--- config.mk ---
export PLATFORM = sky130hd
export DESIGN_NAME = etl_codec
export DESIGN_NICKNAME = d
export VERILOG_FILES = /design/src/core/etl_buf2.v /design/src/core/etl_deser.v /design/src/core/etl_codec.v
export VERILOG_INCLUDE_DIRS = /design/src /design/src/core
export SDC_FILE = /design/constraint.sdc
export NUM_CORES = 1
export LEC_CHECK = 0
export BUFFER_PORTS_ARGS = -buffer_cell sky130_fd_sc_hd__buf_2
export CAP_MARGIN = 20
export CORE_MARGIN = 8
export CORE_UTILIZATION = 60
export CTS_CLUSTER_SIZE = 25
export DETAILED_ROUTE_END_ITERATION = 8
export GPL_TIMING_DRIVEN = 0
export PLACE_DENSITY_LB_ADDON = 0.08
export REMOVE_ABC_BUFFERS = 1
export SLEW_MARGIN = 30
export SYNTH_ARGS = -nofsm -noshare
export SYNTH_HDL_FRONTEND = slang
export SYNTH_SLANG_ARGS = --single-unit
--- constraint.sdc ---
create_clock -name sys_clk -period 8.9 [get_ports sys_clk]
set_input_delay 1.78 -clock sys_clk [delete_from_list [all_inputs] [get_ports sys_clk]]
set_output_delay 1.78 -clock sys_clk [all_outputs]
set_load 0.05 [all_outputs]
--- src/core/etl_consts.vh ---
/*
 * Constants of the 8b/10b line codec: disparity values, sub-block
 * positions and patterns, special-character codes.
 * Assumes nothing; holds definitions only.
 */
`ifndef ETL_CONSTS_VH
`define ETL_CONSTS_VH

// ****************************************************************
// Running disparity
// ****************************************************************
`define ETL_RD_NEG      1'b0
`define ETL_RD_POS      1'b1
`define ETL_TX_RD_RST   1'b0

// ****************************************************************
// Character layout: c[9]=a .. c[4]=i, c[3]=f .. c[0]=j
// ****************************************************************
`define ETL_CHAR_BITS   4'ha
`define ETL_SB6_MSB     9
`define ETL_SB6_LSB     4
`define ETL_SB4_MSB     3
`define ETL_SB4_LSB     0
`define ETL_BAL6        3'h3
`define ETL_BAL4        3'h2
`define ETL_SB6_POSBAL  6'h07
`define ETL_SB6_NEGBAL  6'h38
`define ETL_SB4_POSBAL  4'h3
`define ETL_SB4_NEGBAL  4'hc

// ****************************************************************
// Special characters
// ****************************************************************
`define ETL_K28         5'h1c
`define ETL_K28_SB6     6'h0f
`define ETL_A7_SB4      4'h7

`endif

--- src/core/etl_buf2.v ---
/*
 * Two-entry buffer with valid/ready on both sides.
 * Assumes one clock; the drain side may stall at will.
 */
`timescale 1ns/10ps
`default_nettype none

module etl_buf2 #(
	parameter W = 10
) (
	input  wire         sys_clk,
	input  wire         nrst,
	input  wire         in_valid,
	output wire         in_ready,
	input  wire [W-1:0] in_data,
	output wire         out_valid,
	input  wire         out_ready,
	output wire [W-1:0] out_data
);

	reg [W-1:0] mem_q [0:1];
	reg         wp_q;
	reg         rp_q;
	reg   [1:0] cnt_q;
	wire        push;
	wire        pop;

	assign in_ready  = (cnt_q != 2'h2);
	assign out_valid = (cnt_q != 2'h0);
	assign out_data  = mem_q[rp_q];
	assign push      = in_valid & in_ready;
	assign pop       = out_valid & out_ready;

	always @(posedge sys_clk) begin
		if (push) begin
			mem_q[wp_q] <= in_data;
		end
	end

	always @(posedge sys_clk or negedge nrst) begin
		if (!nrst) begin
			wp_q  <= 1'b0;
			rp_q  <= 1'b0;
			cnt_q <= 2'h0;
		end else begin
			if (push) begin
				wp_q <= ~wp_q;
			end
			if (pop) begin
				rp_q <= ~rp_q;
			end
			if (push && !pop) begin
				cnt_q <= cnt_q + 2'h1;
			end else if (pop && !push) begin
				cnt_q <= cnt_q - 2'h1;
			end
		end
	end

endmodule

`default_nettype wire

--- src/core/etl_deser.v ---
/*
 * Receive deserializer: gathers bits, first bit (a) into the MSB, into
 * 10-bit characters. Assumes the line side marks the first bit of a
 * character with align; bits are synchronous to sys_clk.
 */
`timescale 1ns/10ps
`default_nettype none
`include "etl_consts.vh"

module etl_deser (
	input  wire       sys_clk,
	input  wire       nrst,
	input  wire       bit_in,
	input  wire       bit_valid,
	input  wire       align,
	output reg  [9:0] char_q,
	output reg        char_valid_q
);

	reg [8:0] sh_q;
	reg [3:0] cnt_q;
	wire [3:0] cnt_d;

	assign cnt_d = align ? 4'h1 : cnt_q + 4'h1;

	always @(posedge sys_clk or negedge nrst) begin
		if (!nrst) begin
			sh_q         <= 9'h000;
			cnt_q        <= 4'h0;
			char_q       <= 10'h000;
			char_valid_q <= 1'b0;
		end else begin
			char_valid_q <= 1'b0;
			if (bit_valid) begin
				sh_q <= {sh_q[7:0], bit_in};
				if (cnt_d == `ETL_CHAR_BITS) begin
					char_q       <= {sh_q, bit_in};
					char_valid_q <= 1'b1;
					cnt_q        <= 4'h0;
				end else begin
					cnt_q <= cnt_d;
				end
			end
		end
	end

endmodule

`default_nettype wire

--- src/core/etl_codec.v ---
/*
 * 8b/10b line codec: encoder with running disparity, serializer, and a
 * receive path with deserializer, decoder, validity check and disparity.
 * Assumes a single bit clock; the line side supplies character
 * alignment on receive.
 */
// Overview of operation
// RULE1: Each accepted byte becomes one 10-bit character, then shifted out serially.
// RULE2: Received bits are gathered into 10-bit characters and decoded to bytes.
// RULE3: All 256 byte values encode as data; some spare codes are specials.
// RULE4: Input is bits A..H plus data/special flag; output bits a,b,c,d,e,i,f,g,h,j.
// RULE5: Bit A is byte bit 0, through H as bit 7.
// RULE6: A byte without a type flag is encoded as data.
// RULE7: Special flag valid only for defined specials; others are invalid.
// RULE8: Serial order is a,b,c,d,e,i,f,g,h,j.
// RULE9: Ordered-set characters leave in the order presented, first one first.
// RULE10: Frame characters leave in presented order, delimiter to delimiter.
// RULE11: The code column used matches the present running disparity.
// RULE12: Transmitter starts negative after reset or leaving diagnostic mode.
// RULE13: Transmitter recomputes disparity from each character it sends.
// RULE14: Receiver starts at a chosen disparity after reset or diagnostic exit.
// RULE15: Receiver judges each character valid or not and updates disparity.
// RULE16: Disparity is worked per sub-block: abcdei then fghj.
// RULE17: Six-bit block starts at last disparity; four-bit block follows it.
// RULE18: More ones, or 000111 / 0011, ends a sub-block positive.
// RULE19: More zeros, or 111000 / 1100, ends a sub-block negative.
// RULE20: Other balanced sub-blocks keep their starting disparity.
// RULE21: 000111/0011 only from positive start, 111000/1100 only from negative.
// RULE22: Characters outside the current column flag a code error; disparity still updates.
// RULE23: One parallel character per clock on each side of the codec; here a character takes ten clocks, one per serial bit.
`timescale 1ns/10ps
`default_nettype none
`include "etl_consts.vh"

module etl_codec #(
	parameter RX_INIT_RD = 1'b0
) (
	input  wire       sys_clk,
	input  wire       nrst,
	input  wire       diag_mode,
	input  wire       tx_valid,
	output wire       tx_ready,
	input  wire [7:0] tx_data,
	input  wire       tx_special,
	input  wire       tx_type_given,
	output reg        tx_bad_special_q,
	output reg        tx_rd_q,
	output reg  [9:0] tx_char_q,
	output reg        tx_char_strobe_q,
	output wire       ser_bit,
	output wire       ser_bit_valid,
	output reg        ser_char_start_q,
	input  wire       rx_bit,
	input  wire       rx_bit_valid,
	input  wire       rx_align,
	output reg        rx_valid_q,
	output reg  [7:0] rx_data_q,
	output reg        rx_special_q,
	output reg        rx_code_err_q,
	output reg        rx_rd_q
);

	// ****************************************************************
	// Code functions
	// ****************************************************************
	function [2:0] pop6;
		input [5:0] s;
		begin
			pop6 = s[0] + s[1] + s[2] + s[3] + s[4] + s[5];
		end
	endfunction

	function [2:0] pop4;
		input [3:0] s;
		begin
			pop4 = s[0] + s[1] + s[2] + s[3];
		end
	endfunction

	// Disparity at the end of a six-bit sub-block
	function rd6;
		input       rd;
		input [5:0] s;
		begin
			if (pop6(s) > `ETL_BAL6 || s == `ETL_SB6_POSBAL) begin //RULE18
				rd6 = `ETL_RD_POS;
			end else if (pop6(s) < `ETL_BAL6 || s == `ETL_SB6_NEGBAL) begin //RULE19
				rd6 = `ETL_RD_NEG;
			end else begin
				rd6 = rd; //RULE20
			end
		end
	endfunction

	// Disparity at the end of a four-bit sub-block
	function rd4;
		input       rd;
		input [3:0] s;
		begin
			if (pop4(s) > `ETL_BAL4 || s == `ETL_SB4_POSBAL) begin //RULE18
				rd4 = `ETL_RD_POS;
			end else if (pop4(s) < `ETL_BAL4 || s == `ETL_SB4_NEGBAL) begin //RULE19
				rd4 = `ETL_RD_NEG;
			end else begin
				rd4 = rd; //RULE20
			end
		end
	endfunction

	// Whole-character disparity: six-bit block first, then four-bit
	function rd10;
		input       rd;
		input [9:0] c;
		begin
			rd10 = rd4(rd6(rd, c[`ETL_SB6_MSB:`ETL_SB6_LSB]), c[`ETL_SB4_MSB:`ETL_SB4_LSB]); //RULE16 RULE17
		end
	endfunction

	// Defined special characters: K28.y and K23/27/29/30.7
	function kvalid;
		input [4:0] x;
		input [2:0] y;
		begin
			kvalid = (x == `ETL_K28) ||
				(y == 3'h7 && (x == 5'h17 || x == 5'h1b || x == 5'h1d || x == 5'h1e)); //RULE7
		end
	endfunction

	// Six-bit sub-block abcdei for EDCBA = x at disparity rd
	function [5:0] enc6;
		input [4:0] x;
		input       k;
		input       rd;
		reg   [5:0] b;
		begin
			case (x)
				5'h00: b = 6'h27;
				5'h01: b = 6'h1d;
				5'h02: b = 6'h2d;
				5'h03: b = 6'h31;
				5'h04: b = 6'h35;
				5'h05: b = 6'h29;
				5'h06: b = 6'h19;
				5'h07: b = 6'h38;
				5'h08: b = 6'h39;
				5'h09: b = 6'h25;
				5'h0a: b = 6'h15;
				5'h0b: b = 6'h34;
				5'h0c: b = 6'h0d;
				5'h0d: b = 6'h2c;
				5'h0e: b = 6'h1c;
				5'h0f: b = 6'h17;
				5'h10: b = 6'h1b;
				5'h11: b = 6'h23;
				5'h12: b = 6'h13;
				5'h13: b = 6'h32;
				5'h14: b = 6'h0b;
				5'h15: b = 6'h2a;
				5'h16: b = 6'h1a;
				5'h17: b = 6'h3a;
				5'h18: b = 6'h33;
				5'h19: b = 6'h26;
				5'h1a: b = 6'h16;
				5'h1b: b = 6'h36;
				5'h1c: b = 6'h0e;
				5'h1d: b = 6'h2e;
				5'h1e: b = 6'h1e;
				default: b = 6'h2b;
			endcase
			if (k && x == `ETL_K28) begin
				b = `ETL_K28_SB6;
			end
			// Positive column: unbalanced blocks and 111000 flip
			if (rd && (pop6(b) != `ETL_BAL6 || b == `ETL_SB6_NEGBAL)) begin //RULE11 RULE21
				b = ~b;
			end
			enc6 = b;
		end
	endfunction

	// Four-bit sub-block fghj for HGF = y at mid-character disparity rd
	function [3:0] enc4;
		input [2:0] y;
		input [4:0] x;
		input       k;
		input       rd;
		reg   [3:0] b;
		reg         alt;
		begin
			// Alternate .7 avoids a run of five across the sub-block edge
			alt = k || (!rd && (x == 5'h11 || x == 5'h12 || x == 5'h14)) ||
				(rd && (x == 5'h0b || x == 5'h0d || x == 5'h0e));
			case (y)
				3'h0: b = 4'hb;
				3'h1: b = 4'h9;
				3'h2: b = 4'h5;
				3'h3: b = 4'hc;
				3'h4: b = 4'hd;
				3'h5: b = 4'ha;
				3'h6: b = 4'h6;
				default: b = alt ? `ETL_A7_SB4 : 4'he;
			endcase
			if (rd && (pop4(b) != `ETL_BAL4 || b == `ETL_SB4_NEGBAL)) begin //RULE11 RULE21
				b = ~b;
			end
			// K28 in the positive column is the whole complement of its negative form
			if (k && x == `ETL_K28 && !rd &&
				pop4(b) == `ETL_BAL4 && b != `ETL_SB4_NEGBAL) begin //RULE11
				b = ~b;
			end
			enc4 = b;
		end
	endfunction

	// ****************************************************************
	// Transmit encoder
	// ****************************************************************
	wire [4:0] tx_x;
	wire [2:0] tx_y;
	wire       tx_kreq;
	wire       tx_k;
	wire [5:0] tx_s6;
	wire [3:0] tx_s4;
	wire [9:0] tx_code;
	wire       tx_acc;
	wire       buf_in_ready;
	wire       buf_out_valid;
	wire [9:0] buf_out_data;
	wire       ser_ready;
	reg        diag_q;
	wire       diag_exit;

	assign tx_x      = tx_data[4:0]; //RULE4 RULE5
	assign tx_y      = tx_data[7:5]; //RULE5
	assign tx_kreq   = tx_type_given & tx_special; //RULE6
	assign tx_k      = tx_kreq & kvalid(tx_x, tx_y); //RULE3 RULE7
	assign tx_s6     = enc6(tx_x, tx_k, tx_rd_q); //RULE11
	assign tx_s4     = enc4(tx_y, tx_x, tx_k, rd6(tx_rd_q, tx_s6)); //RULE17
	assign tx_code   = {tx_s6, tx_s4}; //RULE1 RULE4
	assign tx_ready  = buf_in_ready;
	assign tx_acc    = tx_valid & buf_in_ready;
	assign diag_exit = diag_q & ~diag_mode;

	always @(posedge sys_clk or negedge nrst) begin
		if (!nrst) begin
			diag_q           <= 1'b0;
			tx_rd_q          <= `ETL_TX_RD_RST; //RULE12
			tx_bad_special_q <= 1'b0;
		end else begin
			diag_q           <= diag_mode;
			tx_bad_special_q <= tx_acc & tx_kreq & ~tx_k; //RULE7
			if (diag_exit) begin
				tx_rd_q <= `ETL_TX_RD_RST; //RULE12
			end else if (tx_acc) begin
				tx_rd_q <= rd10(tx_rd_q, tx_code); //RULE13
			end
		end
	end

	// Encoded characters queue here so a busy serializer drops nothing
	etl_buf2 #(
		.W (10)
	) u_tx_buf (
		.sys_clk   (sys_clk),
		.nrst      (nrst),
		.in_valid  (tx_valid),
		.in_ready  (buf_in_ready),
		.in_data   (tx_code),
		.out_valid (buf_out_valid),
		.out_ready (ser_ready),
		.out_data  (buf_out_data)
	); //RULE9 RULE10

	// ****************************************************************
	// Serializer
	// ****************************************************************
	reg  [9:0] sh_q;
	reg  [3:0] bit_cnt_q;
	wire       ser_load;

	assign ser_ready     = (bit_cnt_q <= 4'h1);
	assign ser_load      = buf_out_valid & ser_ready;
	assign ser_bit       = sh_q[9]; //RULE8
	assign ser_bit_valid = (bit_cnt_q != 4'h0);

	always @(posedge sys_clk or negedge nrst) begin
		if (!nrst) begin
			sh_q             <= 10'h000;
			bit_cnt_q        <= 4'h0;
			tx_char_q        <= 10'h000;
			tx_char_strobe_q <= 1'b0;
			ser_char_start_q <= 1'b0;
		end else begin
			tx_char_strobe_q <= ser_load; //RULE23
			ser_char_start_q <= ser_load;
			if (ser_load) begin
				sh_q      <= buf_out_data; //RULE1
				tx_char_q <= buf_out_data; //RULE23
				bit_cnt_q <= `ETL_CHAR_BITS;
			end else if (bit_cnt_q != 4'h0) begin
				sh_q      <= {sh_q[8:0], 1'b0}; //RULE8
				bit_cnt_q <= bit_cnt_q - 4'h1;
			end
		end
	end

	// ****************************************************************
	// Receive path
	// ****************************************************************
	wire [9:0] rx_char;
	wire       rx_char_valid;
	wire [5:0] rx_s6;
	wire [3:0] rx_s4;
	wire       rx_mid;
	reg        f6;
	reg        f4;
	reg  [4:0] dx;
	reg  [2:0] dy;
	reg        dk;
	integer    n;

	etl_deser u_rx_deser (
		.sys_clk      (sys_clk),
		.nrst         (nrst),
		.bit_in       (rx_bit),
		.bit_valid    (rx_bit_valid),
		.align        (rx_align),
		.char_q       (rx_char),
		.char_valid_q (rx_char_valid)
	); //RULE2

	assign rx_s6  = rx_char[`ETL_SB6_MSB:`ETL_SB6_LSB]; //RULE16
	assign rx_s4  = rx_char[`ETL_SB4_MSB:`ETL_SB4_LSB];
	assign rx_mid = rd6(rx_rd_q, rx_s6); //RULE17

	// Search only the column of the current disparity
	always @* begin
		f6 = 1'b0;
		f4 = 1'b0;
		dx = 5'h00;
		dy = 3'h0;
		dk = 1'b0;
		for (n = 0; n < 32; n = n + 1) begin
			if (!f6 && enc6(n[4:0], 1'b0, rx_rd_q) == rx_s6) begin //RULE11
				f6 = 1'b1;
				dx = n[4:0];
			end
		end
		if (!f6 && enc6(`ETL_K28, 1'b1, rx_rd_q) == rx_s6) begin
			f6 = 1'b1;
			dx = `ETL_K28;
			dk = 1'b1;
		end
		for (n = 0; n < 8; n = n + 1) begin
			if (!f4 && enc4(n[2:0], dx, dk, rx_mid) == rx_s4) begin
				f4 = 1'b1;
				dy = n[2:0];
			end
		end
		if (!f4 && !dk && kvalid(dx, 3'h7) && enc4(3'h7, dx, 1'b1, rx_mid) == rx_s4) begin //RULE7
			f4 = 1'b1;
			dy = 3'h7;
			dk = 1'b1;
		end
	end

	always @(posedge sys_clk or negedge nrst) begin
		if (!nrst) begin
			rx_rd_q       <= RX_INIT_RD; //RULE14
			rx_valid_q    <= 1'b0;
			rx_data_q     <= 8'h00;
			rx_special_q  <= 1'b0;
			rx_code_err_q <= 1'b0;
		end else begin
			rx_valid_q <= rx_char_valid; //RULE23
			if (diag_exit) begin
				rx_rd_q <= RX_INIT_RD; //RULE14
			end else if (rx_char_valid) begin
				rx_rd_q <= rd10(rx_rd_q, rx_char); //RULE15 RULE22
			end
			if (rx_char_valid) begin
				rx_data_q     <= {dy, dx}; //RULE2 RULE5
				rx_special_q  <= dk;
				rx_code_err_q <= ~(f6 & f4); //RULE15 RULE22
			end
		end
	end

endmodule

`default_nettype wire

# ---- Word level (Yosys, flattened, before mapping)
# Memories as Yosys holds them, arrays and structs flattened.
# Cells that the tools add are included.
dict set report word_totals {
  mem_bits_rw 20
  latch_bits 0
  wordCells 497
  regBits 68
  in_bits 17
  rom_bits 192
  n_memories 2
}
# name words width read_ports rd_ports_with_merged_regs write_ports line
set mem_list {}
lappend mem_list {{(name not given)} 32 6 1 0 0 etl_codec.v:136} ;# case (x)
lappend mem_list {u_tx_buf.mem_q 2 10 1 0 1 etl_buf2.v:21} ;# reg [W-1:0] mem_q [0:1];
dict set report op_classes {
  n_reduce_logical 153
  n_mul 0
  magnitude_cmp 9
  eq_ne 99
  n_mux 144
  bitwise_logic 22
  shifts 0
  div_mod_pow 0
  addsub 49
}
# cell count
set ops {}
lappend ops {{$mux 5} 30}
lappend ops {{$mux 6} 17}
lappend ops {{$eq 6x6->1} 15}
lappend ops {{$mux 4} 22}
lappend ops {{$eq 5x5->1 const B} 16}
lappend ops {{$add 3x1->3} 23}
lappend ops {{$logic_and 1x1->1} 69}
lappend ops {{$mux 1} 62}
lappend ops {{$eq 6x6->1 const A} 9}
lappend ops {{$logic_not 1->1} 45}
lappend ops {{$eq 4x4->1} 9}
lappend ops {{$eq 5x6->1 const A} 6}
lappend ops {{$not 4->4} 8}
lappend ops {{$logic_or 1x1->1} 31}
lappend ops {{$eq 5x4->1 const B} 6}
lappend ops {{$pmux 4 s7} 1}
lappend ops {{$add 2x1->3} 9}
lappend ops {{$add 1x1->2} 13}
lappend ops {{$eq 3x2->1 const B} 8}
lappend ops {{$ne 4x4->1 const B} 6}
lappend ops {{$eq 4x4->1 const B} 5}
lappend ops {{$mux 10} 2}
lappend ops {{$eq 4x6->1 const A} 3}
lappend ops {{$eq 6x6->1 const B} 3}
lappend ops {{22 further kinds} 58}

# ---- Logic depth before layout (Yosys ltp)
dict set report depth {
  ltp_word 135
  mapped_depth 41
  ltp_nobuf 40
}

# ---- By module
# Synthesis repeated with hierarchy kept, for this count alone.
dict set report hier_totals {
  cells_unflattened 754
  area_unflattened_um2 7074.3
}
# mod area_each_um2 instances cells_each seq_area_each_um2
set by_module_without_submodules {}
lappend by_module_without_submodules {etl_codec 5136.2 1 639 1001.0}
lappend by_module_without_submodules {etl_deser 1006.0 1 66 600.6}
lappend by_module_without_submodules {etl_buf2 932.1 1 49 700.7}

# ---- Worst setup path after synthesis
# No wires, ideal clock.
dict set report synth_timing {
  kind {in2reg}
  start {input tx_data[0]}
  end {register tx_rd_q}
  slack_ps -1464
  arrival_ps 10287
  stages 40
  setup_ps 77
  required_time_ps 8823
  path_cell_list {inv_1 -> ha_1 -> mux2i_1 -> o221a_1 -> a311o_1 -> fa_1 -> fa_1 -> ha_1 -> fa_1 -> nand3b_1 -> and2_1 -> a41oi_4 -> nand2_1 -> o21ai_0 -> ha_1 -> fa_1 -> ha_1 -> inv_1 -> [4 not listed] -> a211oi_1 -> xor2_1 -> ha_1 -> or2_2 -> ha_1 -> nor2_1 -> nand3_1 -> or2_1 -> a31oi_4 -> xnor2_1 -> ha_1 -> ha_1 -> inv_1 -> ha_1 -> inv_1 -> a221oi_1 -> or3b_1 -> a21oi_1}
}
# element line
set synth_lines {}
lappend synth_lines {{start: declaration} etl_codec.v:43} ;# input wire [7:0] tx_data,
lappend synth_lines {{$eq 5x5->1} etl_codec.v:125} ;# (y == 3'h7 && (x == 5'h17 || x == 5'h1b || x == 5'h1d || x == 5'h1e));
lappend synth_lines {{$logic_or 1x1->1 (3 in a row)} etl_codec.v:125}
lappend synth_lines {{$logic_and 1x1->1} etl_codec.v:125}
lappend synth_lines {{$logic_or 1x1->1} etl_codec.v:124} ;# kvalid = (x == `ETL_K28) ||
lappend synth_lines {{$and 1x1->1} etl_codec.v:236} ;# assign tx_k = tx_kreq & kvalid(tx_x, tx_y);
lappend synth_lines {{$logic_and 1x1->1 (no source line)} --}
lappend synth_lines {{$mux 6 (*)} etl_codec.v:170} ;# if (k && x == `ETL_K28) begin
lappend synth_lines {{$add 1x1->2} etl_codec.v:69} ;# pop6 = s[0] + s[1] + s[2] + s[3] + s[4] + s[5];
lappend synth_lines {{[8 not listed]} --}
lappend synth_lines {{via tx_s6[3]} etl_codec.v:222} ;# wire [5:0] tx_s6;
lappend synth_lines {{[27 not listed]} --}
lappend synth_lines {{via tx_s4[3]} etl_codec.v:223} ;# wire [3:0] tx_s4;
lappend synth_lines {{$add 3x1->3} etl_codec.v:76} ;# pop4 = s[0] + s[1] + s[2] + s[3];
lappend synth_lines {{$lt 3x2->1 (no source line)} --}
lappend synth_lines {{$logic_or 1x1->1 (no source line)} --}
lappend synth_lines {{$mux 1} etl_codec.v:102} ;# end else if (pop4(s) < `ETL_BAL4 || s == `ETL_SB4_NEGBAL) begin
lappend synth_lines {{$mux 1 (*)} etl_codec.v:100} ;# if (pop4(s) > `ETL_BAL4 || s == `ETL_SB4_POSBAL) begin
lappend synth_lines {{$mux 1 (*)} etl_codec.v:254} ;# end else if (tx_acc) begin
lappend synth_lines {{$mux 1 (*)} etl_codec.v:252} ;# if (diag_exit) begin
lappend synth_lines {{end signal: assignment} etl_codec.v:247} ;# tx_rd_q <= `ETL_TX_RD_RST;
lappend synth_lines {{end signal: assignment} etl_codec.v:253} ;# tx_rd_q <= `ETL_TX_RD_RST;
lappend synth_lines {{end signal: assignment} etl_codec.v:255} ;# tx_rd_q <= rd10(tx_rd_q, tx_code);
lappend synth_lines {{end: declaration} etl_codec.v:47} ;# output reg tx_rd_q,
# The timed path passes the listed nets; every way through them passes the cells marked *. The select of a mux whose other input is x is not followed.
# A chain may end at the register's enable or synchronous reset.

# ---- Final worst setup path
# Ends and elaborated chain as after synthesis.

==> reports/metrics.cfg <==
[clocking]
clock-root-buffer = clkbuf_16
cts.sinks = 88
htreeDepth = 3
clockBufferDepth = 2
cts_tree = built
cts_buffers = 9
clock_latency_ns = 0.34
clk_pin_slew_worst_paths_ns = 0.06

[floorplan]
rows = 39
initial_utilization = 0.6045
die_w_um = 122.6
dieArea_um2 = 15020
pin_count = 46
core_region_area_um2 = 11270
die_y_um = 122.6

[final_layout]
area_growth_pct = 16.05
diodes = 0
layout.cells.non_filler = 948
drive_gt1_frac = 0.2398
final_area_um2 = 7908
nets = 862
final_core_util = 0.7015

[run]
maxCapViolCount = 0

[placement]
placed_cell_area_um2 = 7034
place_ws_ns = -2.780
dp_cells = 896
hpwl_um = 11560
portBuffers = 45
gp_congestion = 0.9090

[setup_path]
r2r-end = tx_rd_q
worstPathMaxFanout = 5
startpoint_type = primary input
cp_num_buf_inv = 5
critPathCaptureType = flip-flop
crit_family = adder cells
critPathMostFrequentCell = ha_4
critical-path-max-stage-delay_ns = 0.57
reg2reg_depth = 28
worstPathArrival_ns = 10.39
critPathRequiredTime_ns = 9.16
r2r_slack_ns = 2.52
cp.depth = 39
worst_path_max_delay_cell = fa_1
rr_startpoint = tx_rd_q
criticalPathCategory = in2reg

[logic_synthesis]
synth.avg_cell_area_um2 = 9.098
synth_top_flop_cell = dfrtp_1
yosys-top-cells-count = dfrtp_1 (68), nor2_1 (67), nand2_1 (61)
ys_types = 99
synthArstFlopShare = 0.7727
synthCells = 749
synth_warnings = 0
yosysMostFrequentCell = dfrtp_1
synthTopCellsByArea = dfrtp_1 (25%), edfxtp_1 (8.8%), ha_1 (6.6%), nor2_1 (3.7%), nand2_1 (3.4%)
ys_ff_latch = 88
yosysSeqAreaShare = 0.3379
netlist_area_um2 = 6814
synth_edf_count = 20
synth_top_area_cell = dfrtp_1
synth_top_area_frac = 0.2497

[pwr]
power_leakage_nw = 3.264
total_power_mw = 3.438
power.density_nw_per_um2 = 434.8
vdd_ir_drop_max_uv = 325.1

[timing]
rsz0062_at_grt = yes
setup_viol = 9
hold_violations = 0
relSlewSlack = 0.3369
final_max_slew_viol_count = 0
finalClockSkew_ns = 0.005423
final.setup.tns_ns = -3.404
post-route-min-period_ns = 10.13
timing.final.crit_share = 1.138
fmax_mhz = 98.71
fin_hold_ws_ns = 0.4823
worst_pin_slew_ns = 0.9900
timing.final.ws_setup_ns = -1.231

[route]
first_pass_iters = 6
first_iter_violations = 665
drtAntennaViolNets = 0
drt-total-wl_um = 17930
detail_route.wl_per_cell_um = 18.91
viasPerCell = 6.388
route.detailed.drc = 0
via_count = 6056

[global_route]
grt_max_degree = 40
grt-ovfl-total = 0
antenna_found_initial = 0
grt_pass1_vias = 5706
grtUsageTotal = 0.2308
grt_pass1_wl_um = 28090

[worst_hold_path]
worstHoldStart = tx_char_q[0]
whs_endpoint = tx_char_q[0]
hold_depth = 1
holdCritPathClass = reg2reg

[status]
outcome = finished, violations left
violations = setup timing

worst max path at each step:
stage | start | to | slack [ns]
2_1_floorplan | tx_data[0] | tx_rd_q | -1.51
3_3_place_gp | tx_data[0] | tx_rd_q | -2.47
3_5_place_dp | tx_data[0] | tx_rd_q | -2.78
4_1_cts | tx_data[1] | tx_rd_q | -0.92
5_1_grt | tx_data[0] | tx_rd_q | -1.49
6_report | tx_data[0] | tx_rd_q | -1.23
metal layers:
metal  global-route usage  vias to the layer above  wire (um)
met1               0.3245                     2937       8243
met4              0.07235                        0        612
li1                     -                     2823          -
met3              0.03634                       57       1139
met2               0.3591                      239       7934
met5                    0                        -          0
layout make-up:
type	instances	area, um^2
Clock buffer	10	229.0
Clock inverter	6	66.31
Fill cell	880	3364
Inverter	46	193.9
Multi-Input combinational cell	573	4369
Sequential cell	88	2302
Tap cell	143	178.9
Timing Repair Buffer	82	568.0
layout by cell type, fill, tap and decap left out, types with 16 or more instances in the layout:
cell type   n
dfrtp_1    68
nor2_1     64
nand2_1    61
buf_2      40
inv_1      37
buf_4      35
o21ai_0    28
a21oi_1    27
ha_1       25
nor2b_1    23
nand3_1    23
a31oi_1    20
edfxtp_1   20
nor3_1     17
mux2_2     17
xnor2_1    16
flip-flops by register name (all words and copies together), names as in the netlist, 2 cells and up:
name	cells
u_tx_buf.mem_q	20
sh_q	10
tx_char_q	10
u_rx_deser.char_q	10
u_rx_deser.sh_q	9
rx_data_q	8
bit_cnt_q	4
u_rx_deser.cnt_q	4
u_tx_buf.cnt_q	2
cell families (layout without fill, tap and decap cells):
group                      count (synthesis)  count (layout)  share of synthesized area
adders and majority gates                 46              46                    0.09401
xor gates and xnor gates                  24              24                    0.03195
AOI/OAI and AO/OA                        192             192                     0.2117
DFF                                       88              88                     0.3379
buffers and inverters                     88             144                    0.05839
muxes                                     28              28                    0.04517
and+or+nand+nor                          283             283                     0.2209
where the power goes:
| part | leakage, nW | total [mW] | switching [mW] | internal (mW) |
|---|---|---|---|---|
| registers | 1.01 | 0.783 | 0.184 | 0.599 |
| clock network | 0.144 | 0.379 | 0.160 | 0.219 |
| logic | 2.11 | 2.28 | 1.31 | 0.967 |
repair_timing:
action / CTS / global route
setup buffers: 30 / 8
setup endpoints to repair: 9 / 9
pin swaps: 27 / 27
resized for setup: 50 / 23
hold buffers: 0 / 0
Note: power is estimated with default switching activity, not from simulation.
